## src/include/ecc_cfg.svh

```systemverilog
// register indices, field positions, reset values of the encoder/current conditioning block
`ifndef ECC_CFG_SVH
`define ECC_CFG_SVH
`define ECC_ADDR_W       7
`define ECC_IDX_STAGE    7'h0C
`define ECC_IDX_CAL0     7'h0D
`define ECC_IDX_CAL1     7'h0E
`define ECC_IDX_CAL2     7'h0F
`define ECC_IDX_SEL      7'h11
`define ECC_IDX_MON_IUW  7'h12
`define ECC_IDX_MON_IV   7'h13
`define ECC_IDX_MON_ENC  7'h15
`define ECC_STG_V_LSB    24
`define ECC_STG_W_LSB    28
`define ECC_OFS_LSB      0
`define ECC_SCL_LSB      16
`define ECC_SEL_W        8
`define ECC_SCALE_SHIFT  8
`define ECC_RST_STAGE    4'h0
`define ECC_RST_OFS      16'h0000
`define ECC_RST_SCALE    16'h0100
`define ECC_RST_SEL      24'h020100
`define ECC_SAT_MAX      16'h7FFF
`define ECC_SAT_MIN      16'h8000
`endif

```

## src/include/ecc_pkg.sv

```systemverilog
// types of the encoder/current conditioning block
package ecc_pkg;
  typedef logic signed [15:0] ecc_s16_t;
  typedef logic [15:0]        ecc_u16_t;
  // input stage codes, in code order 0..7
  typedef enum logic [3:0] {
    ECC_STG_DIFF, ECC_STG_GND_NEG, ECC_STG_QTR, ECC_STG_3QTR,
    ECC_STG_POS_GND, ECC_STG_HALF, ECC_STG_QTR_B, ECC_STG_3QTR_B
  } ecc_stage_t;
  // raw path source codes; codes above 2 are reserved
  typedef enum logic [7:0] {
    ECC_SRC_U, ECC_SRC_V, ECC_SRC_W
  } ecc_src_t;
endpackage

```

## src/rtl/ecc_cond.sv

```systemverilog
// encoder and phase current conditioning: calibration, path select, monitors
// Function
// v encoder input stage code in config bits 27:24, eight codes
// w encoder input stage code in config bits 31:28, same codes
// channel 0 calibration holds unsigned offset in bits 15:0
// channel 0 calibration holds signed scale in bits 31:16
// channel 1 has its own calibration register, same layout
// channel 2 has its own calibration register, same layout
// each path applies its own offset and scale correction
// three 8-bit selectors pick u, v or w raw sample per path
// any physical channel may feed any path to undo wiring swaps
// monitor shows corrected u current low, w current high
// second monitor shows corrected v current low half
// monitored currents are scaled, offset, correctly assigned samples
// monitor values are exactly the values sent to field control
// monitor shows corrected u and w encoder signals
// input stage codes live in the input stage config register
// corrected encoder values are forwarded to the interpolator
// monitor registers are read-only; writes are ignored
// selector codes above 2 are reserved, route undefined
`include "ecc_cfg.svh"

module ecc_cond (
  // clock and reset
  input  wire logic                     sys_clk_i,
  input  wire logic                     resetn_i,
  // register port
  input  wire logic [`ECC_ADDR_W-1:0]   reg_addr_i,
  input  wire logic                     reg_wr_i,
  input  wire logic [31:0]              reg_wdata_i,
  input  wire logic                     reg_rd_i,
  output logic      [31:0]              reg_rdata_o,
  output logic                          reg_rvalid_o,
  // raw encoder adc samples
  input  wire logic                     enc_valid_i,
  input  wire ecc_pkg::ecc_u16_t        encoder_u_raw_sample_i,
  input  wire ecc_pkg::ecc_u16_t        encoder_v_raw_sample_i,
  input  wire ecc_pkg::ecc_u16_t        encoder_w_raw_sample_i,
  // corrected phase currents from the current scaling stage
  input  wire logic                     cur_valid_i,
  input  wire ecc_pkg::ecc_s16_t        phase_u_current_i,
  input  wire ecc_pkg::ecc_s16_t        phase_v_current_i,
  input  wire ecc_pkg::ecc_s16_t        phase_w_current_i,
  // input stage selection to the adc front end
  output ecc_pkg::ecc_stage_t           encoder_v_input_stage_o,
  output ecc_pkg::ecc_stage_t           encoder_w_input_stage_o,
  // to the interpolator
  output logic                          interp_valid_o,
  output ecc_pkg::ecc_s16_t             interp_u_o,
  output ecc_pkg::ecc_s16_t             interp_v_o,
  output ecc_pkg::ecc_s16_t             interp_w_o,
  // to field oriented control
  output logic                          foc_valid_o,
  output ecc_pkg::ecc_s16_t             foc_u_o,
  output ecc_pkg::ecc_s16_t             foc_v_o,
  output ecc_pkg::ecc_s16_t             foc_w_o
);
  import ecc_pkg::*;

  logic [3:0]         stg_v_q;
  logic [3:0]         stg_w_q;
  logic [31:0]        cal_q [3];
  logic [23:0]        sel_q;
  ecc_u16_t           path_raw [3];
  ecc_s16_t           corr [3];
  ecc_s16_t           enc_q [3];
  logic               enc_vld_q;
  ecc_s16_t           cur_q [3];
  logic               cur_vld_q;
  logic [31:0]        rdata_q;
  logic               rvalid_q;
  logic               wr_stage;
  logic               wr_sel;

  assign wr_stage = reg_wr_i && (reg_addr_i == `ECC_IDX_STAGE);
  assign wr_sel   = reg_wr_i && (reg_addr_i == `ECC_IDX_SEL);

  // input stage config; other front-end fields are outside this block
  always_ff @(posedge sys_clk_i or negedge resetn_i) begin
    if (!resetn_i) begin
      stg_v_q <= `ECC_RST_STAGE;
      stg_w_q <= `ECC_RST_STAGE;
    end else if (wr_stage) begin
      stg_v_q <= reg_wdata_i[`ECC_STG_V_LSB +: 4];
      stg_w_q <= reg_wdata_i[`ECC_STG_W_LSB +: 4];
    end
  end

  assign encoder_v_input_stage_o = ecc_stage_t'(stg_v_q);
  assign encoder_w_input_stage_o = ecc_stage_t'(stg_w_q);

  // path selectors; identity mapping after reset
  always_ff @(posedge sys_clk_i or negedge resetn_i) begin
    if (!resetn_i) begin
      sel_q <= `ECC_RST_SEL;
    end else if (wr_sel) begin
      sel_q <= reg_wdata_i[23:0];
    end
  end

  genvar g;
  for (g = 0; g < 3; g++) begin : g_path
    localparam logic [`ECC_ADDR_W-1:0] CAL_IDX = 7'(`ECC_IDX_CAL0 + g);
    logic [7:0]          sel;
    logic signed [16:0]  diff;
    logic signed [32:0]  prod;
    logic signed [32:0]  shr;

    assign sel = sel_q[g*`ECC_SEL_W +: `ECC_SEL_W];

    // calibration word per channel
    always_ff @(posedge sys_clk_i or negedge resetn_i) begin
      if (!resetn_i) begin
        cal_q[g] <= {`ECC_RST_SCALE, `ECC_RST_OFS};
      end else if (reg_wr_i && (reg_addr_i == CAL_IDX)) begin
        cal_q[g] <= reg_wdata_i;
      end
    end

    // any source onto any path; reserved codes feed zero
    always_comb begin
      case (sel)
        ECC_SRC_U: path_raw[g] = encoder_u_raw_sample_i;
        ECC_SRC_V: path_raw[g] = encoder_v_raw_sample_i;
        ECC_SRC_W: path_raw[g] = encoder_w_raw_sample_i;
        default:   path_raw[g] = 16'h0000;
      endcase
    end

    // offset removal, then signed scale with saturation
    always_comb begin
      diff = $signed({1'b0, path_raw[g]}) - $signed({1'b0, cal_q[g][`ECC_OFS_LSB +: 16]});
      prod = diff * $signed(cal_q[g][`ECC_SCL_LSB +: 16]);
      shr  = prod >>> `ECC_SCALE_SHIFT;
      if (shr > $signed({17'h00000, `ECC_SAT_MAX})) begin
        corr[g] = `ECC_SAT_MAX;
      end else if (shr < $signed({17'h1FFFF, `ECC_SAT_MIN})) begin
        corr[g] = `ECC_SAT_MIN;
      end else begin
        corr[g] = shr[15:0];
      end
    end

    always_ff @(posedge sys_clk_i or negedge resetn_i) begin
      if (!resetn_i) begin
        enc_q[g] <= 16'h0000;
      end else if (enc_valid_i) begin
        enc_q[g] <= corr[g];
      end
    end
  end

  always_ff @(posedge sys_clk_i or negedge resetn_i) begin
    if (!resetn_i) begin
      enc_vld_q <= 1'b0;
    end else begin
      enc_vld_q <= enc_valid_i;
    end
  end

  assign interp_valid_o = enc_vld_q;
  assign interp_u_o     = enc_q[0];
  assign interp_v_o     = enc_q[1];
  assign interp_w_o     = enc_q[2];

  // one register set serves both monitor and control, so they never differ
  always_ff @(posedge sys_clk_i or negedge resetn_i) begin
    if (!resetn_i) begin
      cur_q[0]  <= 16'h0000;
      cur_q[1]  <= 16'h0000;
      cur_q[2]  <= 16'h0000;
      cur_vld_q <= 1'b0;
    end else begin
      cur_vld_q <= cur_valid_i;
      if (cur_valid_i) begin
        cur_q[0] <= phase_u_current_i;
        cur_q[1] <= phase_v_current_i;
        cur_q[2] <= phase_w_current_i;
      end
    end
  end

  assign foc_valid_o = cur_vld_q;
  assign foc_u_o     = cur_q[0];
  assign foc_v_o     = cur_q[1];
  assign foc_w_o     = cur_q[2];

  // read port; monitors have no write path at all
  always_ff @(posedge sys_clk_i or negedge resetn_i) begin
    if (!resetn_i) begin
      rdata_q  <= 32'h0000_0000;
      rvalid_q <= 1'b0;
    end else begin
      rvalid_q <= reg_rd_i;
      if (reg_rd_i) begin
        case (reg_addr_i)
          `ECC_IDX_STAGE:   rdata_q <= {stg_w_q, stg_v_q, 24'h000000};
          `ECC_IDX_CAL0:    rdata_q <= cal_q[0];
          `ECC_IDX_CAL1:    rdata_q <= cal_q[1];
          `ECC_IDX_CAL2:    rdata_q <= cal_q[2];
          `ECC_IDX_SEL:     rdata_q <= {8'h00, sel_q};
          `ECC_IDX_MON_IUW: rdata_q <= {cur_q[2], cur_q[0]};
          `ECC_IDX_MON_IV:  rdata_q <= {16'h0000, cur_q[1]};
          `ECC_IDX_MON_ENC: rdata_q <= {enc_q[2], enc_q[0]};
          default:          rdata_q <= 32'h0000_0000;
        endcase
      end
    end
  end

  assign reg_rdata_o  = rdata_q;
  assign reg_rvalid_o = rvalid_q;
endmodule

```

## config.mk

```make
export PLATFORM = sky130hd
export DESIGN_NAME = ecc_cond
export DESIGN_NICKNAME = d
export VERILOG_FILES = /design/src/include/ecc_pkg.sv /design/src/rtl/ecc_cond.sv
export VERILOG_INCLUDE_DIRS = /design/src /design/src/include
export SDC_FILE = /design/constraint.sdc
export NUM_CORES = 2
export LEC_CHECK = 0
export BUFFER_PORTS_ARGS = -buffer_cell sky130_fd_sc_hd__buf_2
export CELL_PAD_IN_SITES_DETAIL_PLACEMENT = 2
export CELL_PAD_IN_SITES_GLOBAL_PLACEMENT = 2
export CORE_ASPECT_RATIO = 1.2
export CORE_MARGIN = 5
export CORE_UTILIZATION = 44
export CTS_CLUSTER_SIZE = 28
export DETAILED_ROUTE_END_ITERATION = 10
export PLACE_DENSITY_LB_ADDON = 0.1
export SLEW_MARGIN = 20
export SYNTH_ARGS = -nofsm -noshare
export SYNTH_HDL_FRONTEND = slang
export SYNTH_SLANG_ARGS = --single-unit
```

## constraint.sdc

```tcl
create_clock -name sys_clk_i -period 22.9 [get_ports sys_clk_i]
set_input_delay 4.58 -clock sys_clk_i [delete_from_list [all_inputs] [get_ports sys_clk_i]]
set_output_delay 4.58 -clock sys_clk_i [all_outputs]
set_load 0.01 [all_outputs]
```

==> impl_results.rst <==
.. list-table::
   :header-rows: 1

   * - Metric
     - Value
   * - Total count of hold-check failures in the final report
     - 0
   * - Fraction of layout cells with a size suffix above 1
     - 13.05%
   * - Height of the die
     - 361.5 um
   * - Area share of the largest cell type after synthesis
     - 36.59%
   * - Post-route DRC violation count
     - 0
   * - I/O Pins
     - 280
   * - Antenna violations before repair
     - 9
   * - Row Count
     - 129
   * - # Post-CTS Setup Buffers
     - 0
   * - Count of nets left with antenna violations after detail routing
     - 0
   * - Count of vias placed by the detailed router
     - 36,126
   * - Crit path top cell by count
     - sky130_fd_sc_hd__fa_1
   * - Top routing layer in use
     - met4
   * - Average footprint of a synthesized cell
     - 9.231 sq um
   * - Overall overflow remaining after global route
     - 0
   * - Effective utilization at floorplan
     - 44.13%
   * - Via count of the first global-routing pass
     - 43,397
   * - Commonest non-fill, non-tap cells in the layout
     - sky130_fd_sc_hd__inv_1 (1,073), sky130_fd_sc_hd__fa_1 (828), sky130_fd_sc_hd__nand2_1 (511), sky130_fd_sc_hd__and2_1 (327), sky130_fd_sc_hd__ha_1 (291)
   * - Maximum root-to-sink buffer count
     - 3
   * - Violation count after the first detailed-route iteration
     - 1,889
   * - Area overhead of the layout relative to synthesis
     - 9.195%
   * - Number of H-tree branching levels
     - 2
   * - Final wirelength
     - 173,900 um
   * - Count of nets after finishing
     - 6,332
   * - Switching Power
     - 4295 uW
   * - Crit path required time
     - 23.42 ns
   * - Worst hold path type
     - register to register
   * - Final HPWL DP
     - 139,500 um
   * - Worst clock skew
     - 0.04077 ns
   * - Core region area
     - 0.1027 sq mm
   * - Critical path launch point type
     - primary input
   * - Share of total power consumed by net switching
     - 58.19%
   * - Fin crit share
     - 67.92%
   * - Met3 WL post-DR
     - 7324 um
   * - Count of buffers from port buffering
     - 279
   * - Time the final worst path needs with I/O delays and setup
     - 15.55 ns
   * - Number of buffers created by CTS
     - 34
   * - Detailed-routed wire length on met2
     - 92,030 um
   * - Count of unique library cells instantiated by Yosys
     - 87
   * - Leading cell type in the layout, fill and taps excluded
     - sky130_fd_sc_hd__inv_1
   * - Number of synthesized flops with an enable pin
     - 0
   * - Netlist area before placement
     - 0.04530 sq mm
   * - Setup TNS
     - 0 ns
   * - Yosys warns
     - 0
   * - Peak per-stage delay on the critical path
     - 0.92 ns
   * - Internal cell power
     - 3086 uW
   * - Global placement routability congestion
     - 0.8929
   * - Final design area excluding fillers
     - 0.04946 sq mm
   * - Placed cell area
     - 0.04829 sq mm
   * - Crit path max fanout
     - 23
   * - Drt via density
     - 5.580
   * - Number of setup violations in the final report
     - 0
   * - Clock slew at reported path FFs
     - 0.06 ns
   * - Top_reg_cell synth
     - sky130_fd_sc_hd__dfrtp_1
   * - Wire length the detailed router placed on met1
     - 65,190 um
   * - Width of the die
     - 302.9 um
   * - Gr usage total
     - 31.99%
   * - Number of buffers inserted for hold repair after clock tree synthesis
     - 0
   * - Worst path top cell family by delay
     - compound AO/OA/AOI/OAI gates
   * - Sinks on the clock net
     - 259
   * - Share of flip-flops with an asynchronous set or reset after synthesis
     - 100.0%
   * - Clock latency on the worst-skew pair
     - 0.60 ns
   * - Max Fclk
     - 64.29 MHz
   * - Type of the setup path with the least slack
     - primary input to register
   * - Critical path buffers and inverters
     - 7
   * - Root buffer cell
     - sky130_fd_sc_hd__clkbuf_16
   * - Peak VDD IR
     - 0.0002468 V
   * - Max capacitance violation total
     - 0
   * - Total power density per cell area
     - 149.2 mW/mm^2
   * - Total of flip-flops plus latches after synthesis
     - 259
   * - First-pass GRT wire length
     - 265,300 um
   * - Pin count of the biggest net entering global routing
     - 106
   * - Register share of total power
     - 9.2%
   * - Logic gate share of total power
     - 83.0%
   * - Net count after synthesis
     - 6,167
   * - Share of the yosys chip area belonging to registers
     - 14.32%
   * - Die area
     - 0.1095 sq mm
   * - Cell count after synthesis
     - 4,907
   * - RSZ-0062 raised after global routing
     - no
   * - Run status
     - finished clean
   * - Average routed wire per standard cell
     - 26.87 um
   * - Max-slew headroom at the worst pin
     - 21.38%
   * - Largest area contributor in the netlist
     - sky130_fd_sc_hd__fa_1
   * - Proportion of power drawn by the clock network
     - 7.8%
   * - Critical Path Slowest Stage Cell
     - sky130_fd_sc_hd__o41ai_4
   * - Least-Margin Pin Slew
     - 1.179 ns
   * - Pre-Repair DR Iteration Count
     - 5
   * - Arrival time of data at the critical path endpoint
     - 16.07 ns
   * - Min Hold Slack
     - 0.5187 ns
   * - CTS tree
     - done
   * - Largest cells by area after synthesis
     - sky130_fd_sc_hd__fa_1 (37%), sky130_fd_sc_hd__dfrtp_1 (14%), sky130_fd_sc_hd__inv_1 (8.9%)
   * - Capturing element type of the critical path
     - register
   * - Leakage power
     - 0.02509 uW
   * - Number of pins exceeding their max-slew limit in the final report
     - 0
   * - CTS resizes
     - 0
-- metal layers --
metal	global-route usage, %	up-vias
li1	-	15403
met1	37.02	19454
met2	59.02	913
met3	3.775	356
met4	14.43	0
met5	0	-
-- registers in the layout (all words and copies together), names as in the netlist --
name,count
foc_v_o,16
interp_v_o,16
encoder_v_input_stage_o,4
sel_q,24
encoder_w_input_stage_o,4
reg_rvalid_o,1
interp_u_o,16
foc_w_o,16
foc_u_o,16
interp_w_o,16
cal_q,96
foc_valid_o,1
interp_valid_o,1
reg_rdata_o,32
-- cell families (layout without fill, tap and decap cells) --
group                      after synthesis  in the layout  synth area share [%]
and+or+nand+nor                       1348           1348                 14.22
buffers and inverters                 1304           1492                 10.89
adders and majority gates             1119           1119                 44.63
AOI/OAI and AO/OA                      511            511                 7.728
DFF                                    259            259                 14.32
muxes                                  246            246                 5.886
xor gates and xnor gates               120            120                 2.320
other                                    0              4                     0
-- worst register-to-register path: cells and delay by family, from the launching register on --
kind	cells	cell delay, ns
AO/OA/AOI/OAI	17	4.80
adder cells (fa/ha/maj)	9	4.28
AND/OR/NAND/NOR	7	1.21
buffers and inverters	7	1.20
flip-flops	1	1.03
XOR/XNOR	1	0.20
-- power by group through the flow --
stage               clock, uW  combinational, uW  sequential, uW
global route              606               6780             684
floorplan                   0               4200             622
detailed placement          0               6140             683
finish                    577               6130             676
global placement            0               5840             678
CTS                       589               6210             676
-- area by class of cell --
class	instances	area [sq um]
fill	11183	53190
clock inverter	14	207.7
tap	1375	1720
inverter	1073	4028
timing repair buffer	360	2014
sequential	259	6490
multi-input combinational	3344	34060
clock buffer	45	932.1
antenna	4	10.01
-- final timing paths --
| check | start | endpoint | slack (ns) | cells past startpoint |
|---|---|---|---|---|
| min reg2reg | interp_v_o[10]$_DFFE_PN0P_ | interp_v_o[10]$_DFFE_PN0P_ | 0.52 | 2 |
| min | interp_v_o[10]$_DFFE_PN0P_ | interp_v_o[10]$_DFFE_PN0P_ | 0.52 | 2 |
| min in group asynchronous | resetn_i | interp_v_o[9]$_DFFE_PN0P_ | 4.10 | 1 |
| max in group asynchronous | resetn_i | cal_q[49]$_DFFE_PN0P_ | 15.84 | 4 |
| max | encoder_w_raw_sample_i[0] | interp_w_o[12]$_DFFE_PN0P_ | 7.35 | 40 |
| max reg2reg | sel_q[17]$_DFFE_PN1P_ | interp_w_o[12]$_DFFE_PN0P_ | 10.12 | 41 |
-- Yosys cell counts, types with 5 or more instances --
cell,count
sky130_fd_sc_hd__o211ai_1,12
sky130_fd_sc_hd__xor2_1,36
sky130_fd_sc_hd__a31oi_1,9
sky130_fd_sc_hd__clkbuf_1,207
sky130_fd_sc_hd__nand2b_1,16
sky130_fd_sc_hd__or2_2,7
sky130_fd_sc_hd__a21o_1,29
sky130_fd_sc_hd__mux2i_1,83
sky130_fd_sc_hd__mux2_2,163
sky130_fd_sc_hd__nor3_1,33
sky130_fd_sc_hd__a21oi_2,11
sky130_fd_sc_hd__xnor2_1,84
sky130_fd_sc_hd__and3_1,28
sky130_fd_sc_hd__o21ai_0,75
sky130_fd_sc_hd__or3_1,7
sky130_fd_sc_hd__nor2b_1,56
sky130_fd_sc_hd__a221oi_1,12
sky130_fd_sc_hd__o21a_1,10
sky130_fd_sc_hd__o31ai_1,8
sky130_fd_sc_hd__a221o_1,16
sky130_fd_sc_hd__o22ai_1,52
sky130_fd_sc_hd__a21oi_1,171
sky130_fd_sc_hd__dfrtp_1,254
sky130_fd_sc_hd__nand4_1,11
sky130_fd_sc_hd__nor2_1,257
sky130_fd_sc_hd__nor4_1,12
sky130_fd_sc_hd__a2111oi_0,6
sky130_fd_sc_hd__fa_1,828
sky130_fd_sc_hd__buf_1,14
sky130_fd_sc_hd__a22oi_1,28
sky130_fd_sc_hd__a21boi_0,7
sky130_fd_sc_hd__ha_1,291
sky130_fd_sc_hd__and2_1,328
sky130_fd_sc_hd__a222oi_1,6
sky130_fd_sc_hd__inv_1,1073
sky130_fd_sc_hd__dfstp_2,5
sky130_fd_sc_hd__nand3_1,55
sky130_fd_sc_hd__a211oi_1,9
sky130_fd_sc_hd__nand2_1,513
sky130_fd_sc_hd__and2_2,5
-- metrics by stage --
step	setup slack [ns]	power, uW	std cells	util, %
after floorplan	8.831	4825	4907	-
after global placement	7.051	6518	6411	47.04
after detailed placement	6.784	6826	6411	47.04
after CTS	7.337	7470	6470	48.15
after global routing	6.692	8071	6470	48.18
final	7.346	7381	6474	48.19
Power figures use the tool's default switching activity.
